### config.mk
export PLATFORM = sky130hd
export DESIGN_NAME = i2c_bit_counter_irq_enable
export DESIGN_NICKNAME = d
export VERILOG_FILES = /design/src/design/i2c_bc_pkg.sv /design/src/design/ev_status_if.sv /design/src/design/i2c_bit_counter_irq_enable.sv /design/src/design/pin_sync.sv /design/src/design/event_status.sv
export SDC_FILE = /design/constraint.sdc
export NUM_CORES = 1
export LEC_CHECK = 0
export ABC_AREA = 1
export BUFFER_PORTS_ARGS = -buffer_cell sky130_fd_sc_hd__buf_2
export CORE_MARGIN = 10
export CORE_UTILIZATION = 50
export DETAILED_ROUTE_END_ITERATION = 7
export PLACE_DENSITY = 0.72
export SLEW_MARGIN = 20
export SYNTH_ARGS = -nofsm -noshare
export SYNTH_HDL_FRONTEND = slang
export SYNTH_SLANG_ARGS = --single-unit
### constraint.sdc
create_clock -name mclk -period 2.62 [get_ports mclk]
set_clock_uncertainty 0.05 [all_clocks]
set_input_delay 0.262 -clock mclk [delete_from_list [all_inputs] [get_ports mclk]]
set_output_delay 0.262 -clock mclk [all_outputs]
set_load 0.02 [all_outputs]
### src/design/i2c_bc_pkg.sv
package i2c_bc_pkg;
	// Register map, one byte per index
	localparam int ADDR_W = 3;
	localparam int DATA_W = 8;
	localparam logic [ADDR_W-1:0] OFS_MODE = 3'h0;
	localparam logic [ADDR_W-1:0] OFS_IER = 3'h1;
	localparam logic [ADDR_W-1:0] OFS_CTRL = 3'h2;
	localparam logic [ADDR_W-1:0] OFS_STAT = 3'h3;
	localparam logic [ADDR_W-1:0] OFS_EVSTAT = 3'h4;
	localparam logic [ADDR_W-1:0] OFS_EVMASK = 3'h5;

	// Reset values
	localparam logic [DATA_W-1:0] MODE_RESET = 8'h38;
	localparam logic [DATA_W-1:0] IER_RESET = 8'h00;
	localparam logic [DATA_W-1:0] CTRL_RESET = 8'h00;
	localparam logic [DATA_W-1:0] UNMAPPED_READ = 8'h00;

	// Bus mode control fields
	localparam int MODE_LSB_FIRST = 7;
	localparam int MODE_WRITE_PROT = 3;
	localparam logic [DATA_W-1:0] MODE_FIXED_ONES = 8'h38;

	// Interrupt enable control fields
	localparam int IER_TX_EMPTY = 7;
	localparam int IER_TX_END = 6;
	localparam int IER_RX_FULL = 5;
	localparam int IER_NACK = 4;
	localparam int IER_ACK_RECEIVED = 1;

	// Control register two fields
	localparam int CTRL_SOFT_RESET = 1;
	localparam int CTRL_SYNC_FORMAT = 0;

	// Status register fields
	localparam int STAT_TX_END = 6;

	// Event status / mask fields
	localparam int EV_W = 4;
	localparam int EV_FRAME_DONE = 0;
	localparam int EV_STOP = 1;
	localparam int EV_START = 2;
	localparam int EV_TX_END = 3;

	// Bit counter codes and frame lengths
	localparam logic [2:0] BC_ZERO = 3'h0;
	localparam logic [2:0] BC_AFTER_STOP = 3'h7;
	localparam logic [3:0] I2C_FULL_LEN = 4'h9;
	localparam logic [3:0] SYNC_FULL_LEN = 4'h8;

	localparam int SYNC_STAGES = 2;

	typedef enum logic [0:0] {
		FRAME_IDLE = 1'b0,
		FRAME_BUSY = 1'b1
	} frame_state_t;
endpackage

### src/design/ev_status_if.sv
`timescale 1ns/1ps
interface ev_status_if;
	import i2c_bc_pkg::*;
	logic [EV_W-1:0] evSet;
	logic rdClear;
	logic maskWr;
	logic [EV_W-1:0] maskWrData;
	logic [EV_W-1:0] status;
	logic [EV_W-1:0] mask;
	logic irq;
	modport store (
		input evSet, rdClear, maskWr, maskWrData,
		output status, mask, irq
	);
	modport user (
		output evSet, rdClear, maskWr, maskWrData,
		input status, mask, irq
	);
endinterface

### src/design/i2c_bit_counter_irq_enable.sv
// Strobed register access and the address map were chosen for this implementation.
`timescale 1ns/1ps
// Operation
// - During a frame the counter field reads the number of bits still to transfer.
// - In bus format code 000 means 9 bits and codes 001 to 111 mean 2 to 8 bits.
// - In clocked serial format code 000 means 8 bits and codes 001 to 111 mean 1 to 7 bits.
// - The field returns to 000 by itself when a frame, acknowledge included, ends.
// - Power-on reset and standby clear the field.
// - A detected stop condition loads the field with 111.
// - Setting the soft reset bit clears the field.
// - The transmit-empty request is its enable ANDed with the transmit-data-empty flag.
// - Transmit-end request rises at the ninth SCL rise with data empty in bus format, at the last rise of a clocked frame, and falls with flag or enable.
// - Receive request is its enable ANDed with the receive-full flag.
// - NACK request is its enable ANDed with the NACK flag or arbitration-lost flag.
// - The interrupt enable register is 00 after reset.
// - Soft reset resets serial control logic but keeps software registers.
module i2c_bit_counter_irq_enable (
	input wire logic mclk, // 20 MHz system clock
	input wire logic reset, // Async reset, active high
	input wire logic [i2c_bc_pkg::ADDR_W-1:0] regAddr, // Register index
	input wire logic [i2c_bc_pkg::DATA_W-1:0] regWrData, // Write data
	input wire logic regWr, // Write strobe
	input wire logic regRd, // Read strobe
	output logic [i2c_bc_pkg::DATA_W-1:0] regRdData, // Read data, cycle after strobe
	input wire logic sclIn, // SCL pin level
	input wire logic sdaIn, // SDA pin level
	input wire logic standby, // Module standby
	input wire logic txDataEmptyFlag, // Transmit data empty
	input wire logic rxDataFullFlag, // Receive data full
	input wire logic nackReceivedFlag, // NACK received
	input wire logic arbLostOverrunFlag, // Arbitration lost / overrun
	input wire logic txDataWritten, // Pulse: transmit data written
	output logic lsbFirst, // Bit order select
	output logic txEmptyIrq, // Transmit empty request
	output logic txEndIrq, // Transmit end request
	output logic rxFullIrq, // Receive full request
	output logic nackIrq, // NACK / arbitration request
	output logic eventIrq // Masked event summary
);
	import i2c_bc_pkg::*;

	// Pin synchronisers and edge finders
	logic [1:0] pinLevel;
	logic [1:0] pinRise;
	logic [1:0] pinFall;
	logic sclLevel;
	logic sclRise;
	logic sdaRise;
	logic sdaFall;

	pin_sync #(
		.W(2)
	) u_pin_sync (
		.mclk(mclk),
		.reset(reset),
		.din({sdaIn, sclIn}),
		.level(pinLevel),
		.rise(pinRise),
		.fall(pinFall)
	);

	assign sclLevel = pinLevel[0];
	assign sclRise = pinRise[0];
	assign sdaRise = pinRise[1];
	assign sdaFall = pinFall[1];

	// Software registers
	logic lsbFirst_r;
	logic lsbFirst_nxt;
	logic [DATA_W-1:0] ier_r;
	logic [DATA_W-1:0] ier_nxt;
	logic softReset_r;
	logic softReset_nxt;
	logic syncFormat_r;
	logic syncFormat_nxt;
	logic txEndFlag_r;
	logic txEndFlag_nxt;
	logic [DATA_W-1:0] rdData_r;
	logic [DATA_W-1:0] rdData_nxt;

	// Frame counter state
	frame_state_t frameState_r;
	frame_state_t frameState_nxt;
	logic [2:0] bitCode_r;
	logic [2:0] bitCode_nxt;
	logic [3:0] remain_r;
	logic [3:0] remain_nxt;
	// Length latched at frame start, so the ninth clock is known after rewrites
	logic [3:0] frameLenAtStart_r;
	logic [3:0] frameLenAtStart_nxt;

	logic wrMode;
	logic wrIer;
	logic wrCtrl;
	logic wrStat;
	logic ctrlClear;
	logic startSeen;
	logic stopSeen;
	logic frameDone;
	logic ninthClock;
	logic [3:0] frameLen;
	logic [3:0] curRemain;
	logic [3:0] nextRemain;
	logic [2:0] shownCode;
	logic [DATA_W-1:0] modeRead;

	ev_status_if ev ();

	event_status u_event_status (
		.mclk(mclk),
		.reset(reset),
		.ev(ev)
	);

	// Decode
	assign wrMode = regWr && (regAddr == OFS_MODE);
	assign wrIer = regWr && (regAddr == OFS_IER);
	assign wrCtrl = regWr && (regAddr == OFS_CTRL);
	assign wrStat = regWr && (regAddr == OFS_STAT);

	// Soft reset and standby only hold the frame logic, never the registers
	assign ctrlClear = softReset_r | standby;

	// Bus conditions only exist in bus format
	assign startSeen = ~syncFormat_r & sclLevel & sdaFall;
	assign stopSeen = ~syncFormat_r & sclLevel & sdaRise;

	// Frame length from the stored code
	always_comb begin
		if (syncFormat_r) begin
			frameLen = (bitCode_r == BC_ZERO) ? SYNC_FULL_LEN : {1'b0, bitCode_r};
		end else begin
			frameLen = (bitCode_r == BC_ZERO) ? I2C_FULL_LEN : {1'b0, bitCode_r} + 4'h1;
		end
	end

	// First SCL rise of a frame counts as its first bit
	always_comb begin
		curRemain = (frameState_r == FRAME_BUSY) ? remain_r : frameLen;
		nextRemain = curRemain - 4'h1;
		frameDone = sclRise && !ctrlClear && !startSeen && !stopSeen && (nextRemain == 4'h0);
		ninthClock = frameDone && !syncFormat_r && (curRemain == 4'h1)
			&& (frameState_r == FRAME_BUSY ? frameLenAtStart_r == I2C_FULL_LEN
			: frameLen == I2C_FULL_LEN);
	end

	always_comb begin
		frameState_nxt = frameState_r;
		bitCode_nxt = bitCode_r;
		remain_nxt = remain_r;
		frameLenAtStart_nxt = frameLenAtStart_r;
		if (wrMode && !regWrData[MODE_WRITE_PROT]) begin
			bitCode_nxt = regWrData[2:0];
		end
		if (ctrlClear) begin
			frameState_nxt = FRAME_IDLE;
			bitCode_nxt = BC_ZERO;
			remain_nxt = 4'h0;
		end else if (stopSeen) begin
			frameState_nxt = FRAME_IDLE;
			bitCode_nxt = BC_AFTER_STOP;
			remain_nxt = 4'h0;
		end else if (startSeen) begin
			frameState_nxt = FRAME_IDLE;
			remain_nxt = 4'h0;
		end else if (sclRise) begin
			if (frameState_r == FRAME_IDLE) begin
				frameLenAtStart_nxt = frameLen;
			end
			if (nextRemain == 4'h0) begin
				frameState_nxt = FRAME_IDLE;
				bitCode_nxt = BC_ZERO;
				remain_nxt = 4'h0;
			end else begin
				frameState_nxt = FRAME_BUSY;
				remain_nxt = nextRemain;
			end
		end
	end

	always_ff @(posedge mclk or posedge reset) begin
		if (reset) begin
			frameState_r <= FRAME_IDLE;
			bitCode_r <= BC_ZERO;
			remain_r <= 4'h0;
			frameLenAtStart_r <= 4'h0;
		end else begin
			frameState_r <= frameState_nxt;
			bitCode_r <= bitCode_nxt;
			remain_r <= remain_nxt;
			frameLenAtStart_r <= frameLenAtStart_nxt;
		end
	end

	// Field shows bits left while busy, the stored code otherwise
	always_comb begin
		if (frameState_r == FRAME_IDLE) begin
			shownCode = bitCode_r;
		end else if (syncFormat_r) begin
			shownCode = (remain_r == SYNC_FULL_LEN) ? BC_ZERO : remain_r[2:0];
		end else begin
			shownCode = (remain_r == I2C_FULL_LEN) ? BC_ZERO : 3'(remain_r - 4'h1);
		end
	end

	// Write protect reads as 1 and the reserved bits as printed
	assign modeRead = MODE_FIXED_ONES | {lsbFirst_r, 4'h0, shownCode};

	// Software registers, untouched by soft reset
	always_comb begin
		lsbFirst_nxt = lsbFirst_r;
		ier_nxt = ier_r;
		softReset_nxt = softReset_r;
		syncFormat_nxt = syncFormat_r;
		txEndFlag_nxt = txEndFlag_r;
		if (wrMode) begin
			lsbFirst_nxt = regWrData[MODE_LSB_FIRST];
		end
		if (wrIer) begin
			// Received acknowledge belongs to logic outside this block
			ier_nxt = regWrData & ~(8'h01 << IER_ACK_RECEIVED);
		end
		if (wrCtrl) begin
			softReset_nxt = regWrData[CTRL_SOFT_RESET];
			syncFormat_nxt = regWrData[CTRL_SYNC_FORMAT];
		end
		if ((wrStat && !regWrData[STAT_TX_END]) || txDataWritten) begin
			txEndFlag_nxt = 1'b0;
		end
		// Set after clear so a coincident event wins
		if ((ninthClock && txDataEmptyFlag) || (frameDone && syncFormat_r)) begin
			txEndFlag_nxt = 1'b1;
		end
	end

	always_ff @(posedge mclk or posedge reset) begin
		if (reset) begin
			lsbFirst_r <= MODE_RESET[MODE_LSB_FIRST];
			ier_r <= IER_RESET;
			softReset_r <= CTRL_RESET[CTRL_SOFT_RESET];
			syncFormat_r <= CTRL_RESET[CTRL_SYNC_FORMAT];
			txEndFlag_r <= 1'b0;
		end else begin
			lsbFirst_r <= lsbFirst_nxt;
			ier_r <= ier_nxt;
			softReset_r <= softReset_nxt;
			syncFormat_r <= syncFormat_nxt;
			txEndFlag_r <= txEndFlag_nxt;
		end
	end

	// Read path, data valid only in the cycle after the strobe
	always_comb begin
		rdData_nxt = UNMAPPED_READ;
		if (regRd) begin
			unique case (regAddr)
				OFS_MODE: begin
					rdData_nxt = modeRead;
				end
				OFS_IER: begin
					rdData_nxt = ier_r;
				end
				OFS_CTRL: begin
					rdData_nxt = {6'h00, softReset_r, syncFormat_r};
				end
				OFS_STAT: begin
					rdData_nxt = {1'b0, txEndFlag_r, 6'h00};
				end
				OFS_EVSTAT: begin
					rdData_nxt = {4'h0, ev.status};
				end
				OFS_EVMASK: begin
					rdData_nxt = {4'h0, ev.mask};
				end
				default: begin
					rdData_nxt = UNMAPPED_READ;
				end
			endcase
		end
	end

	always_ff @(posedge mclk or posedge reset) begin
		if (reset) begin
			rdData_r <= UNMAPPED_READ;
		end else begin
			rdData_r <= rdData_nxt;
		end
	end

	// Event status feed
	always_comb begin
		ev.evSet = '0;
		ev.evSet[EV_FRAME_DONE] = frameDone;
		ev.evSet[EV_STOP] = stopSeen;
		ev.evSet[EV_START] = startSeen;
		ev.evSet[EV_TX_END] = txEndFlag_nxt & ~txEndFlag_r;
		ev.rdClear = regRd && (regAddr == OFS_EVSTAT);
		ev.maskWr = regWr && (regAddr == OFS_EVMASK);
		ev.maskWrData = regWrData[EV_W-1:0];
	end

	// Requests follow their flags directly so clearing withdraws at once
	assign txEmptyIrq = ier_r[IER_TX_EMPTY] & txDataEmptyFlag;
	assign txEndIrq = ier_r[IER_TX_END] & txEndFlag_r;
	assign rxFullIrq = ier_r[IER_RX_FULL] & rxDataFullFlag;
	assign nackIrq = ier_r[IER_NACK] & (nackReceivedFlag | arbLostOverrunFlag);
	assign eventIrq = ev.irq;
	assign lsbFirst = lsbFirst_r;
	assign regRdData = rdData_r;
endmodule

### src/design/pin_sync.sv
`timescale 1ns/1ps
module pin_sync #(
	parameter int W = 2
) (
	input wire logic mclk, // System clock
	input wire logic reset, // Async reset, active high
	input wire logic [W-1:0] din, // Asynchronous pins
	output logic [W-1:0] level, // Synchronised level
	output logic [W-1:0] rise, // One-cycle rising edge
	output logic [W-1:0] fall // One-cycle falling edge
);
	import i2c_bc_pkg::*;

	genvar i;
	generate
		for (i = 0; i < W; i++) begin : g_bit
			logic meta_r;
			logic meta_nxt;
			logic sync_r;
			logic sync_nxt;
			logic prev_r;
			logic prev_nxt;
			always_comb begin
				meta_nxt = din[i];
				sync_nxt = meta_r;
				prev_nxt = sync_r;
			end
			// Idle bus lines are high, so reset to 1 avoids a false edge
			always_ff @(posedge mclk or posedge reset) begin
				if (reset) begin
					meta_r <= 1'b1;
					sync_r <= 1'b1;
					prev_r <= 1'b1;
				end else begin
					meta_r <= meta_nxt;
					sync_r <= sync_nxt;
					prev_r <= prev_nxt;
				end
			end
			assign level[i] = sync_r;
			assign rise[i] = sync_r & ~prev_r;
			assign fall[i] = ~sync_r & prev_r;
		end
	endgenerate
endmodule

### src/design/event_status.sv
`timescale 1ns/1ps
module event_status (
	input wire logic mclk, // System clock
	input wire logic reset, // Async reset, active high
	ev_status_if.store ev // Event set, clear and mask
);
	import i2c_bc_pkg::*;

	logic [EV_W-1:0] status_r;
	logic [EV_W-1:0] status_nxt;
	logic [EV_W-1:0] mask_r;
	logic [EV_W-1:0] mask_nxt;

	// Set wins over the read clear so no event is lost
	always_comb begin
		status_nxt = (ev.rdClear ? '0 : status_r) | ev.evSet;
		mask_nxt = ev.maskWr ? ev.maskWrData : mask_r;
	end

	always_ff @(posedge mclk or posedge reset) begin
		if (reset) begin
			status_r <= '0;
			mask_r <= '0;
		end else begin
			status_r <= status_nxt;
			mask_r <= mask_nxt;
		end
	end

	assign ev.status = status_r;
	assign ev.mask = mask_r;
	assign ev.irq = |(status_r & mask_r);
endmodule

==> run metrics <==
clk root buf sky130_fd_sc_hd__clkbuf_8; mean instance size in the synthesized netlist 8.52 µm²; synthesis-to-layout area growth 15.6%; power per cell area 670 mW/mm²; signal arrival time at the worst endpoint between 2000 and 2500 ps; All-Layer GR Usage 0.155; die width 89.3 µm; std cell rows 25; Max Fclk roughly 450 MHz; leakage power 1.39 nW; element type at the critical path start flip-flop; dominant register cell in the synthesized netlist sky130_fd_sc_hd__dfrtp_1; fraction of final layout cells with drive strength greater than 1 0.245; slew at the pin closest to its max-slew limit 560 ps; I/O pin total 37; share of the clock period used by the worst path 0.850; VDD IR max around 0.4 mV; drt first pass iters 4; Min Clock Period, post-route 2230 ps; die outline height 89.3 µm; Post-Route Setup TNS 0 ps; GPL Wtd Cong 0.870; data required time of the critical path 2820 ps; count of final hold-check violations 0; post-synthesis net count 312; DRT iter0 DRCs approximately 170; later-pin clock latency in the skew report approximately 300 ps; die area 0.00798 mm²; detailed-route vias per instance 5.37; Fillers 435; first-pass GRT wire length 9630 µm; most frequent standard cell in the layout excluding fill and tap cells sky130_fd_sc_hd__nand2_1; post-CTS setup buffer count 0; critical path class flip-flop to flip-flop; count of instances resized after the clock tree is built 0; distinct cell type count after synthesis 41; half-perimeter wire length after placement 4370 µm; clk sink count 45; overflow left after global routing 0; number of storage elements in the synthesis netlist 45; CTS Buf Count 5; initial antenna violation count 0; via count 2,047; Yosys warning total 0; DRC Markers 0; slew margin rel. 0.626; part of the Yosys area used for sequential elements 0.472; Max Transition Viols Final 0; maximum number of pins on one net before global-route repair 46; DR WL/cell 15.0 µm; highest-count cells in the layout ignoring fill and taps sky130_fd_sc_hd__nand2_1, sky130_fd_sc_hd__inv_1, sky130_fd_sc_hd__dfrtp_1, sky130_fd_sc_hd__buf_2, sky130_fd_sc_hd__o21ai_0; deepest clock path buffer count 2; final-stage net count about 360; ANT nets after route 0; antenna diode count 0; clock-pin slew on the worst setup and hold paths 90 ps; endpoint type of the worst setup path flip-flop; worst setup slack after placement 424 ps; type of the tightest min-delay check primary input to asynchronous set/reset pin; largest driver fanout on the critical path 6; max-cap check violation count 0; Final Routed Wirelength 5720 µm; initial core utilization 0.512; level count of the clock H-tree 2; total of endpoints with negative setup slack in the final report 0; CTS hold repair buffers 2; TritonCTS clock tree done; post-synthesis async set-or-reset flop share 1.00; worst-case setup margin in the final layout 394 ps; count of buffers inserted at the top-level ports 36; vias in the first global route 2,079; unrepaired setup endpoints after global routing no; cell count after synthesis ~280; Post-Syn Area roughly 0.0024 mm²; area inside the core boundary about 0.0047 mm²; run status finished clean; number of synthesized flops with an enable pin 0
critical path, stage by stage (launching register included):
cell and delay (ps):
sky130_fd_sc_hd__dfrtp_1 460, sky130_fd_sc_hd__inv_1 90, sky130_fd_sc_hd__ha_1 240, sky130_fd_sc_hd__nand2_4 110, sky130_fd_sc_hd__nand3_1 110, sky130_fd_sc_hd__nand3_2 100, sky130_fd_sc_hd__nand2_2 80, sky130_fd_sc_hd__inv_1 100
sky130_fd_sc_hd__ha_1 190, sky130_fd_sc_hd__nand4_1 100, sky130_fd_sc_hd__o31ai_1 340, sky130_fd_sc_hd__nand3_1 130, sky130_fd_sc_hd__nand2_1 70
where the power goes:
part / switching (mW) / internal (mW)
Sequential: 0.0741 / 0.795
Clock: 0.243 / 0.286
Combinational: 0.292 / 0.169
synthesized netlist by cell type, types with 2 or more instances:
master                     number  area (µm²)
sky130_fd_sc_hd__inv_1         41         154
sky130_fd_sc_hd__nand4_1        4        25.0
sky130_fd_sc_hd__a221oi_1       2        17.5
sky130_fd_sc_hd__a21oi_1       14        70.1
sky130_fd_sc_hd__nor2_4         4        45.0
sky130_fd_sc_hd__nand2_1       69         259
sky130_fd_sc_hd__nand3_2        4        40.0
sky130_fd_sc_hd__a31oi_1        2        12.5
sky130_fd_sc_hd__mux2_2         2        22.5
sky130_fd_sc_hd__ha_1           7        87.6
sky130_fd_sc_hd__dfstp_2        6         158
sky130_fd_sc_hd__nand2_4        4        45.0
sky130_fd_sc_hd__nand2_2        5        31.3
sky130_fd_sc_hd__o21ai_0       24         120
sky130_fd_sc_hd__nand3_1        8        40.0
sky130_fd_sc_hd__nor2_1        18        67.6
sky130_fd_sc_hd__dfrtp_1       39         976
sky130_fd_sc_hd__inv_2          3        11.3
sky130_fd_sc_hd__o22ai_1        4        25.0
path summary, 6_finish.rpt:
kind | from | to | slack [ps] | depth (start not counted)
min in group mclk | txDataWritten | txEndFlag_r | 80 | 2
max in group asynchronous | reset | frameLenAtStart_r[2] | 2110 | 3
worst max-delay path | bitCode_r[0] | u_event_status.ev.status[3] | 390 | 12
worst min-delay path | reset | bitCode_r[1] | 40 | 3
worst min register to register | u_pin_sync.g_bit[0].meta_r | u_pin_sync.g_bit[0].prev_nxt | 310 | 0
worst max register to register | bitCode_r[0] | u_event_status.ev.status[3] | 390 | 12
logic make-up after synthesis:
group,Yosys count,synth area share
buffers and inverters,50,0.0885
AND/OR/NAND/NOR,121,0.254
flip-flops,45,0.472
XOR/XNOR,1,0.00365
multiplexers,3,0.0141
adder cells (fa/ha/maj),7,0.0365
AO/OA/AOI/OAI,55,0.132
metrics by stage:
step	instance area, µm²	power (mW)	utilization	hold slack, ps	std cells
after floorplan	2400	1.21	-	216	282
after detailed placement	2650	1.34	0.564	297	371
after global placement	2650	1.32	0.564	298	371
after global routing	2780	1.97	0.592	70.8	381
after CTS	2780	1.87	0.592	53.6	381
final	2780	1.86	0.592	41.9	381
routing by layer:
layer	vias to the layer above	wire length, µm	global-route usage
met5	-	0	0
met4	0	69	0.0491
met3	8	301	0.0365
met2	58	2770	0.249
met1	976	2580	0.201
li1	1005	-	-
sequential cells by signal, indices dropped and copies added, names as in the netlist:
name and count:
softReset_r 1, regRdData 8, bitCode_r 3, ier_r 7
syncFormat_r 1, frameLenAtStart_r 4, txEndFlag_r 1, u_event_status.ev.status 4
frameState_r 1, u_pin_sync.g_bit.prev_r 2, lsbFirst 1, u_pin_sync.g_bit.prev_nxt 2
u_pin_sync.g_bit.meta_r 2, u_event_status.ev.mask 4, remain_r 4
area by class of cell:
| cell class | count | area, µm² | area share |
|---|---|---|---|
| inverter | 47 | 193 | 0.0694 |
| clock buffer | 6 | 72.6 | 0.0261 |
| timing repair buffer | 40 | 215 | 0.0775 |
| clock inverter | 2 | 38.8 | 0.0140 |
| sequential | 45 | 1130 | 0.408 |
| tap | 54 | 67.6 | 0.0243 |
| multi-input combinational | 187 | 1060 | 0.380 |
No activity file was read; power rests on OpenSTA's default activity.
